[src/sid_map.svh]
// constants for the status indicator driver: timing and reset values
// assumes a 250 MHz system clock; included by the modules
`ifndef SID_MAP_SVH
`define SID_MAP_SVH

`define SID_CLK_HZ        250000000
`define SID_SLOW_HZ       1
`define SID_FAST_HZ       4
// half period in cycles for a 50 percent duty cycle
`define SID_SLOW_HALF     (`SID_CLK_HZ / (2 * `SID_SLOW_HZ))
`define SID_FAST_HALF     (`SID_CLK_HZ / (2 * `SID_FAST_HZ))
`define SID_LAMP_RST      1'h0

`endif

[src/sid_pkg.sv]
// types shared by the status indicator driver modules
// assumes sid_map.svh for all numeric constants
package sid_pkg;

  // =========================================================
  // lamp groups
  typedef struct packed {
    logic green;
    logic red;
  } sid_module_lamps_type;

  typedef struct packed {
    logic activity;
    logic link;
  } sid_port_lamps_type;

  // =========================================================
  // device conditions
  typedef struct packed {
    logic self_test;
    logic major_fault;
    logic minor_fault;
    logic has_address;
    logic configured;
  } sid_module_cond_type;

  typedef struct packed {
    logic self_test;
    logic has_address;
    logic dup_address;
    logic conn_up;
    logic timeout_evt;
    logic reestablished;
  } sid_port_cond_type;

  typedef enum logic [2:0] {
    SID_MS_TEST  = 3'h0,
    SID_MS_MAJOR = 3'h1,
    SID_MS_MINOR = 3'h2,
    SID_MS_NOADR = 3'h3,
    SID_MS_STBY  = 3'h4,
    SID_MS_OPER  = 3'h5
  } sid_module_state_type;

  typedef enum logic [2:0] {
    SID_NS_TEST  = 3'h0,
    SID_NS_OFF   = 3'h1,
    SID_NS_DUP   = 3'h2,
    SID_NS_TMO   = 3'h3,
    SID_NS_CONN  = 3'h4,
    SID_NS_NOCON = 3'h5
  } sid_port_state_type;

endpackage

[src/sid_port_ind.sv]
// one network indicator: yellow activity and green link lamp
// assumes conditions synchronous to clk_i and a shared slow blink phase
`timescale 1ns/1ns
`include "sid_map.svh"

module sid_port_ind
  import sid_pkg::*;
(
  // clock and reset
  input  wire logic               clk_i,
  input  wire logic               rst_i,
  // slow blink phase
  input  wire logic               slow_i,
  // conditions and lamps
  input  wire sid_port_cond_type  cond_i,
  output sid_port_lamps_type      lamps_o
);

  typedef struct packed {
    logic               tmo_pend;
    sid_port_state_type st;
    sid_port_lamps_type lamps;
  } sid_port_reg_type;

  sid_port_reg_type r_r;
  sid_port_reg_type r_nxt;

  // ==========================================================
  // indication selection
  always_comb begin
    r_nxt = r_r;
    // set wins over re-establish in the same cycle
    if (cond_i.timeout_evt) begin
      r_nxt.tmo_pend = 1'b1;
    end else if (cond_i.reestablished) begin
      r_nxt.tmo_pend = 1'b0;
    end
    if (cond_i.self_test) begin
      r_nxt.st = SID_NS_TEST;
    end else if (!cond_i.has_address) begin
      r_nxt.st = SID_NS_OFF;
    end else if (cond_i.dup_address) begin
      r_nxt.st = SID_NS_DUP;
    end else if (r_r.tmo_pend) begin
      r_nxt.st = SID_NS_TMO;
    end else if (cond_i.conn_up) begin
      r_nxt.st = SID_NS_CONN;
    end else begin
      r_nxt.st = SID_NS_NOCON;
    end
    unique case (r_nxt.st)
      SID_NS_TEST: begin
        r_nxt.lamps.activity = slow_i;
        r_nxt.lamps.link     = !slow_i;
      end
      SID_NS_OFF: begin
        r_nxt.lamps = '0;
      end
      SID_NS_DUP: begin
        r_nxt.lamps.activity = 1'b1;
        r_nxt.lamps.link     = 1'b0;
      end
      SID_NS_TMO: begin
        r_nxt.lamps.activity = slow_i;
        r_nxt.lamps.link     = 1'b0;
      end
      SID_NS_CONN: begin
        r_nxt.lamps.activity = 1'b0;
        r_nxt.lamps.link     = 1'b1;
      end
      SID_NS_NOCON: begin
        r_nxt.lamps.activity = 1'b0;
        r_nxt.lamps.link     = slow_i;
      end
      default: begin
        r_nxt.lamps = '0;
      end
    endcase
  end

  always_ff @(posedge clk_i or posedge rst_i) begin
    if (rst_i) begin
      r_r <= '{tmo_pend: 1'b0, st: SID_NS_OFF,
               lamps: '{`SID_LAMP_RST, `SID_LAMP_RST}};
    end else begin
      r_r <= r_nxt;
    end
  end

  assign lamps_o = r_r.lamps;
endmodule

[src/sid_status_indicator.sv]
// status lamp driver: module indicator plus two network indicators
// assumes condition inputs synchronous to clk_i, lamps active high
//
// Overview of operation
// Two network indicators (yellow, green) and a module one (green, red).
// A healthy operating device shows a steady green module lamp.
// An unconfigured device flashes the module green lamp at 1 Hz.
// A device without any address flashes the module green lamp at 4 Hz.
// A minor recoverable fault flashes the module red lamp.
// A major fault holds the module red lamp steadily on.
// Self-test alternates the module red and green lamps.
// Without an address the network lamps are dark.
// With at least one connection the network green lamp is steady.
// With an address but no connection the network green lamp flashes.
// A connection timeout flashes the network yellow lamp.
// The timeout indication ends only on re-establish or reset.
// A duplicate address holds the network yellow lamp steadily on.
// Self-test alternates the network yellow and green lamps.
// Precedence: test, major, minor, no address, standby; dup, timeout.
// Flashing is 50 percent duty; network flashing runs at 1 Hz.
`timescale 1ns/1ns
`include "sid_map.svh"

module sid_status_indicator
  import sid_pkg::*;
#(
  parameter int unsigned SLOW_HALF = `SID_SLOW_HALF,
  parameter int unsigned FAST_HALF = `SID_FAST_HALF
)(
  // clock and reset
  input  wire logic                 clk_i,
  input  wire logic                 rst_i,
  // module conditions
  input  wire sid_module_cond_type  mod_cond_i,
  // network port conditions
  input  wire sid_port_cond_type    port_one_cond_i,
  input  wire sid_port_cond_type    port_two_cond_i,
  // lamps
  output logic                      module_green_lamp_o,
  output logic                      module_red_lamp_o,
  output logic                      port_one_activity_lamp_o,
  output logic                      port_one_link_lamp_o,
  output logic                      port_two_activity_lamp_o,
  output logic                      port_two_link_lamp_o
);

  // refuse halves the shared counter width cannot serve
  if (SLOW_HALF < 2 || FAST_HALF < 1 ||
      FAST_HALF >= SLOW_HALF) begin : g_bad_half
    $error("blink half periods out of range");
  end

  localparam int CW = $clog2(SLOW_HALF + 1);

  typedef struct packed {
    logic [CW-1:0]        slow_cnt;
    logic [CW-1:0]        fast_cnt;
    logic                 slow_ph;
    logic                 fast_ph;
    sid_module_state_type st;
    sid_module_lamps_type lamps;
  } sid_top_reg_type;

  sid_top_reg_type    r_r;
  sid_top_reg_type    r_nxt;
  sid_port_lamps_type p1_lamps;
  sid_port_lamps_type p2_lamps;

  // ==========================================================
  // blink generators and module indicator
  always_comb begin
    r_nxt = r_r;
    // free running half-period counters give 50 percent duty
    if (r_r.slow_cnt == CW'(SLOW_HALF - 1)) begin
      r_nxt.slow_cnt = '0;
      r_nxt.slow_ph  = !r_r.slow_ph;
    end else begin
      r_nxt.slow_cnt = r_r.slow_cnt + CW'(1);
    end
    if (r_r.fast_cnt == CW'(FAST_HALF - 1)) begin
      r_nxt.fast_cnt = '0;
      r_nxt.fast_ph  = !r_r.fast_ph;
    end else begin
      r_nxt.fast_cnt = r_r.fast_cnt + CW'(1);
    end
    if (mod_cond_i.self_test) begin
      r_nxt.st = SID_MS_TEST;
    end else if (mod_cond_i.major_fault) begin
      r_nxt.st = SID_MS_MAJOR;
    end else if (mod_cond_i.minor_fault) begin
      r_nxt.st = SID_MS_MINOR;
    end else if (!mod_cond_i.has_address) begin
      r_nxt.st = SID_MS_NOADR;
    end else if (!mod_cond_i.configured) begin
      r_nxt.st = SID_MS_STBY;
    end else begin
      r_nxt.st = SID_MS_OPER;
    end
    unique case (r_nxt.st)
      SID_MS_TEST: begin
        r_nxt.lamps.green = !r_r.slow_ph;
        r_nxt.lamps.red   = r_r.slow_ph;
      end
      SID_MS_MAJOR: begin
        r_nxt.lamps.green = 1'b0;
        r_nxt.lamps.red   = 1'b1;
      end
      SID_MS_MINOR: begin
        r_nxt.lamps.green = 1'b0;
        r_nxt.lamps.red   = r_r.slow_ph;
      end
      SID_MS_NOADR: begin
        r_nxt.lamps.green = r_r.fast_ph;
        r_nxt.lamps.red   = 1'b0;
      end
      SID_MS_STBY: begin
        r_nxt.lamps.green = r_r.slow_ph;
        r_nxt.lamps.red   = 1'b0;
      end
      SID_MS_OPER: begin
        r_nxt.lamps.green = 1'b1;
        r_nxt.lamps.red   = 1'b0;
      end
      default: begin
        r_nxt.lamps = '0;
      end
    endcase
  end

  always_ff @(posedge clk_i or posedge rst_i) begin
    if (rst_i) begin
      r_r <= '{slow_cnt: '0, fast_cnt: '0, slow_ph: 1'b0, fast_ph: 1'b0,
               st: SID_MS_TEST,
               lamps: '{`SID_LAMP_RST, `SID_LAMP_RST}};
    end else begin
      r_r <= r_nxt;
    end
  end

  // ==========================================================
  // network indicators, one per port
  sid_port_ind u_port_one (
    .clk_i   (clk_i),
    .rst_i   (rst_i),
    .slow_i  (r_r.slow_ph),
    .cond_i  (port_one_cond_i),
    .lamps_o (p1_lamps)
  );

  sid_port_ind u_port_two (
    .clk_i   (clk_i),
    .rst_i   (rst_i),
    .slow_i  (r_r.slow_ph),
    .cond_i  (port_two_cond_i),
    .lamps_o (p2_lamps)
  );

  assign module_green_lamp_o      = r_r.lamps.green;
  assign module_red_lamp_o        = r_r.lamps.red;
  assign port_one_activity_lamp_o = p1_lamps.activity;
  assign port_one_link_lamp_o     = p1_lamps.link;
  assign port_two_activity_lamp_o = p2_lamps.activity;
  assign port_two_link_lamp_o     = p2_lamps.link;

  // ==========================================================
  // checks
  logic oper_c;
  logic major_c;
  assign oper_c  = !mod_cond_i.self_test && !mod_cond_i.major_fault &&
                   !mod_cond_i.minor_fault && mod_cond_i.has_address &&
                   mod_cond_i.configured;
  assign major_c = !mod_cond_i.self_test && mod_cond_i.major_fault;

  // ==========================================================
  // further checks on the module indicator and blink generators
  logic minor_c;
  logic noadr_c;
  logic stby_c;
  assign minor_c = !mod_cond_i.self_test && !mod_cond_i.major_fault &&
                   mod_cond_i.minor_fault;
  assign noadr_c = !mod_cond_i.self_test && !mod_cond_i.major_fault &&
                   !mod_cond_i.minor_fault && !mod_cond_i.has_address;
  assign stby_c  = !mod_cond_i.self_test && !mod_cond_i.major_fault &&
                   !mod_cond_i.minor_fault && mod_cond_i.has_address &&
                   !mod_cond_i.configured;

  // ==========================================================
  // further checks on the network indicators
  logic p1_live_c;
  logic p2_live_c;
  // live: address held, no self-test and no duplicate
  assign p1_live_c = !port_one_cond_i.self_test &&
                     port_one_cond_i.has_address &&
                     !port_one_cond_i.dup_address;
  assign p2_live_c = !port_two_cond_i.self_test &&
                     port_two_cond_i.has_address &&
                     !port_two_cond_i.dup_address;
endmodule

[config.mk]
export PLATFORM = sky130hd
export DESIGN_NAME = sid_status_indicator
export DESIGN_NICKNAME = d
export VERILOG_FILES = /design/src/sid_pkg.sv /design/src/sid_port_ind.sv /design/src/sid_status_indicator.sv
export VERILOG_INCLUDE_DIRS = /design/src
export SDC_FILE = /design/constraint.sdc
export NUM_CORES = 1
export LEC_CHECK = 0
export ABC_AREA = 0
export BUFFER_PORTS_ARGS = -buffer_cell sky130_fd_sc_hd__clkbuf_2
export CORE_MARGIN = 1
export CORE_UTILIZATION = 54
export DETAILED_ROUTE_END_ITERATION = 10
export GPL_TIMING_DRIVEN = 1
export PLACE_DENSITY = 0.76
export SETUP_SLACK_MARGIN = 0.4
export SYNTH_ARGS = -nofsm -noshare
export SYNTH_HDL_FRONTEND = slang
export SYNTH_SLANG_ARGS = --single-unit
[constraint.sdc]
create_clock -name clk_i -period 1.9 [get_ports clk_i]
set_clock_uncertainty 0.15 [all_clocks]
set_input_delay 0.19 -clock clk_i [delete_from_list [all_inputs] [get_ports clk_i]]
set_output_delay 0.19 -clock clk_i [all_outputs]
set_load 0.03 [all_outputs]
; Yosys cells after proc, flatten, opt, wreduce, memory -nomap -nowiden
; Index checks and enable logic that the tools add are counted.
[word_totals]
reg_bits = 64
input_bits = 19
out_inout_bits = 6
elab_cells = 60
[classes]
add_sub_neg = 2
n_eq_ne = 15
n_mux = 24
reduce_logical = 7
[ops]
columns = operator, n
row1 = $add A27 B1 Y27 const B, 2
row2 = $mux W27, 2
row3 = $mux W3, 12
row4 = $eq A27 B25 Y1 const B, 1
row5 = $eq A27 B27 Y1 const B, 1
row6 = $pmux W2 S5, 2
row7 = $eq A3 B2 Y1 const B, 6
row8 = $eq A3 B3 Y1 const B, 6
row9 = $pmux W2 S6, 1
row10 = $logic_not A3 Y1, 3
row11 = $mux W1, 7
row12 = $reduce_bool A2 Y1, 2
row13 = $eq A3 B1 Y1 const B, 1
row14 = $logic_not A1 Y1, 2

; Longest topological paths before layout
[depth]
word_depth = 7
depth_mapped = 6

; By module
; Synthesis repeated with hierarchy kept, for this count alone.
[unflattened]
hier_cells = 315
area_unflattened_um2 = 3218.1
[modules_own_cells]
columns = mod, instances, cells_per_inst, area_per_inst_um2, seq_area_each_um2
row1 = sid_status_indicator, 1, 287, 2907.8, 1451.4
row2 = sid_port_ind, 2, 14, 155.1, 75.1

; Least setup slack after synthesis
; OpenSTA, ideal clock, no wires.
[synth_path]
path_type = register -> register
start = register r_r[34] in the netlist's numbering
end = register r_r[51] in the netlist's numbering
setup_ns = 0.126
t_arrival_ns = 1.590
t_required_ns = 1.624
setup_slack_ns = 0.034
stages_incl_launch_ff = 7
period_less_slack_ns = 1.866
path_cell_list = dfrtp_1 -> ha_1 -> nand3_1 -> or4_4 -> nor2_4 -> buf_6 -> a21oi_1
[synth_lines]
columns = item, line
row1 = from (decl), sid_status_indicator.sv:64  ; sid_top_reg_type r_r;
row2 = from (signal assigned), sid_status_indicator.sv:132  ; r_r <= '{slow_cnt: '0, fast_cnt: '0, slow_ph: 1'b0, fast_ph: 1'b0,
row3 = from (signal assigned), sid_status_indicator.sv:136  ; r_r <= r_nxt;

==> run metrics <==
Syn Nets 335; register bit total from synthesis 64; TritonCTS clock tree done; DP Wirelength around 4.6 mm; worst slew pin tran ~640 ps; Layout Nets approximately 440; CTS buffer count 9; Post-synth ARST share between 90% and 100%; Via Count between 3000 and 4000; RSZ-0062 raised after global routing yes; Hold Crit Class input pin to flip-flop; Finish-stage setup viols 16; EDFF count, synth 0; GP Congestion ~0.87; Crit. End Element flip-flop; Initial Util 57.4%; distinct cell type count of the synthesized netlist 44; Max clock buf depth 2; max_slew headroom 56.7%; port bufs 24; Reg2Reg Setup Slack -120 ps; final std cells w/o fill a little under 500; total wire length around 12 mm; Final ANT Viol Nets 0; Max stage delay cell, worst path dfrtp_1; Max-Cap Viols 0; global-route wire length before repair about 14 mm; Cell Chain, Critical Path buf_4 -> nor3_1 -> nand4_1 -> o21ai_0 -> mux2i_1; Netlist Area Pre-Place roughly 3300 um2; most common cell after layout, fill and taps aside dfrtp_1; Startpoint Class flip-flop; Area Overhead vs Synth 45.6%; Worst Path Required between 1500 and 2000 ps; Critical Path AT ~2100 ps; Fillers about 240; sequential share of the synthesized area between 40% and 50%; cell type with the largest total area after synthesis dfrtp_1; Final Hold Fails 0; Post-Syn Instances 314; Total Power around 2.9 mW; core outline area 5680 um2; H-tree depth 3; slowest stage delay, CP between 400 and 500 ps; PD cells 604 nW/um2; Final period util 106%; initial antenna violation count 0; Ports 25; Die Width ~80 um; Peak VDD IR around 0.6 mV; Final min period just over 2000 ps; largest net degree at the start of global routing 65; Avg Inst Size Synth slightly above 10 um2; drt via density 6.81; routed len/inst approximately 25 um; Root Buffer clkbuf_8; diodes inserted 0; layout cells sized above 1 a little over two fifths; FP Rows 27; top-area cell type share of the netlist area roughly 49%; failing checks negative setup slack; Tot GR Track Use slightly below 30%; delay-heaviest family, CP simple AND/OR/NAND/NOR gates; vias in the first global route around 2800; final core area utilization 83.6%; TritonCTS Sinks 64; GRT overflow 0; Initial DRT Pass Iterations 5; Final WS setup -123 ps; FMAX approximately 500 MHz; most frequent cells in the layout dfrtp_1, buf_4, clkbuf_2; clk_lat worst skew between 300 and 400 ps; Most used DFF post-synth dfrtp_1; Die Height around 80 um; drt drc 0; DRT iter0 DRCs 584; status complete, but fails checks; buffers and inverters on the worst path 1; Reg clk slew, reported paths around 90 ps; cell leakage power around 2.2 nW; placed cells 415; Synth area leaders dfrtp_1, xor2_1, xnor2_1; die area 6350 um2; Synth warnings 0; WS Path Type flip-flop to flip-flop; CP Max Fanout 4; Slew Viols, Final 0
metal layers:
layer  wire length, um  global-route usage (%)
met1              4420                    39.0
met2              5720                    44.5
met3              1310                    9.14
met4               760                    9.45
met5                 0                       0
state kept, by name, summed over array words and instances, names as in the netlist:
| name | cells |
|---|---|
| u_port_two.r_r | 1 |
| module_red_lamp_o | 1 |
| u_port_one.r_r | 1 |
| r_r | 56 |
| module_green_lamp_o | 1 |
| u_port_two.lamps_o | 2 |
| u_port_one.lamps_o | 2 |
area by class of cell:
type / instances / area (um2) / share of cell area [%]
inverters: 10 / 41.3 / 0.870
well taps: 72 / 90.1 / 1.90
flip-flops and latches: 64 / 1620 / 34.1
clock buffers: 11 / 141 / 2.98
clock inverters: 5 / 78.8 / 1.66
repair buffers: 103 / 856 / 18.0
multi-input cells: 230 / 1920 / 40.5
cells by family after synthesis:
family / Yosys count / synth area share [%]
AOI/OAI and AO/OA: 39 / 7.03
muxes: 7 / 2.15
buffers and inverters: 20 / 3.03
and+or+nand+nor: 146 / 28.2
DFF: 64 / 49.1
xor gates and xnor gates: 36 / 9.67
adders and majority gates: 2 / 0.768
final timing paths:
kind | start | endpoint | cells past startpoint
worst min register to register | r_r[7]$_DFF_PP0_ | r_r[7]$_DFF_PP0_ | 1
worst max register to register | r_r[40]$_DFF_PP0_ | r_r[55]$_DFF_PP0_ | 5
worst min-delay path | port_two_cond_i[2] | u_port_two.lamps_o[0]$_DFF_PP0_ | 3
worst max-delay path | r_r[40]$_DFF_PP0_ | r_r[55]$_DFF_PP0_ | 5
min in group asynchronous | rst_i | r_r[59]$_DFF_PP0_ | 4
max in group asynchronous | rst_i | r_r[49]$_DFF_PP0_ | 4
synthesized netlist by cell type (2+ instances only):
cell type  instances
dfrtp_1           64
nor2_1            21
nand2_1           20
xor2_1            20
nand4_1           19
nand3_1           16
o21ai_0           16
xnor2_1           16
nor3_1            13
a21oi_1           10
and3_1            10
and4_1            10
inv_1             10
mux2i_1            7
or3_1              7
and2_1             4
nor4bb_1           4
buf_2              3
buf_4              3
nor2b_1            3
o22ai_1            3
o31ai_1            3
or4_1              3
a21o_1             2
a22o_1             2
and4bb_2           2
clkbuf_1           2
ha_1               2
nand3_4            2
nor4b_1            2
or4_4              2
what timing repair did:
item | in CTS | in global routing
hold buffers | 14 | 0
hold endpoints to repair | 72 | 0
setup buffers | 22 | 26
pin swaps | 24 | 15
cloned | 1 | 1
resized for setup | 48 | 55
setup endpoints to repair | 46 | 53
where the power goes:
group | internal, mW | switching [mW]
registers | 1.37 | 0.00602
clock network | 0.776 | 0.588
logic | 0.0514 | 0.0761
total | 2.20 | 0.671
stage by stage:
step / setup slack (ps) / TNS [ps] / cell area [um2] / hold slack (ps)
after CTS: 101 / 0 / 4310 / 10.5
after global placement: 93.8 / 0 / 3590 / 149
after floorplan: 107 / 0 / 3300 / 129
after global routing: -330 / -1290 / 4750 / 30.5
final: -123 / -705 / 4750 / 24.4
after detailed placement: 77.9 / 0 / 3590 / 144
worst reg2reg max path, cell delays in order, from the launching register on:
cell and delay (ps):
dfrtp_1 420, buf_4 170, nor3_1 290, nand4_1 340, o21ai_0 390, mux2i_1 140
No activity file was read; power rests on OpenSTA's default activity.
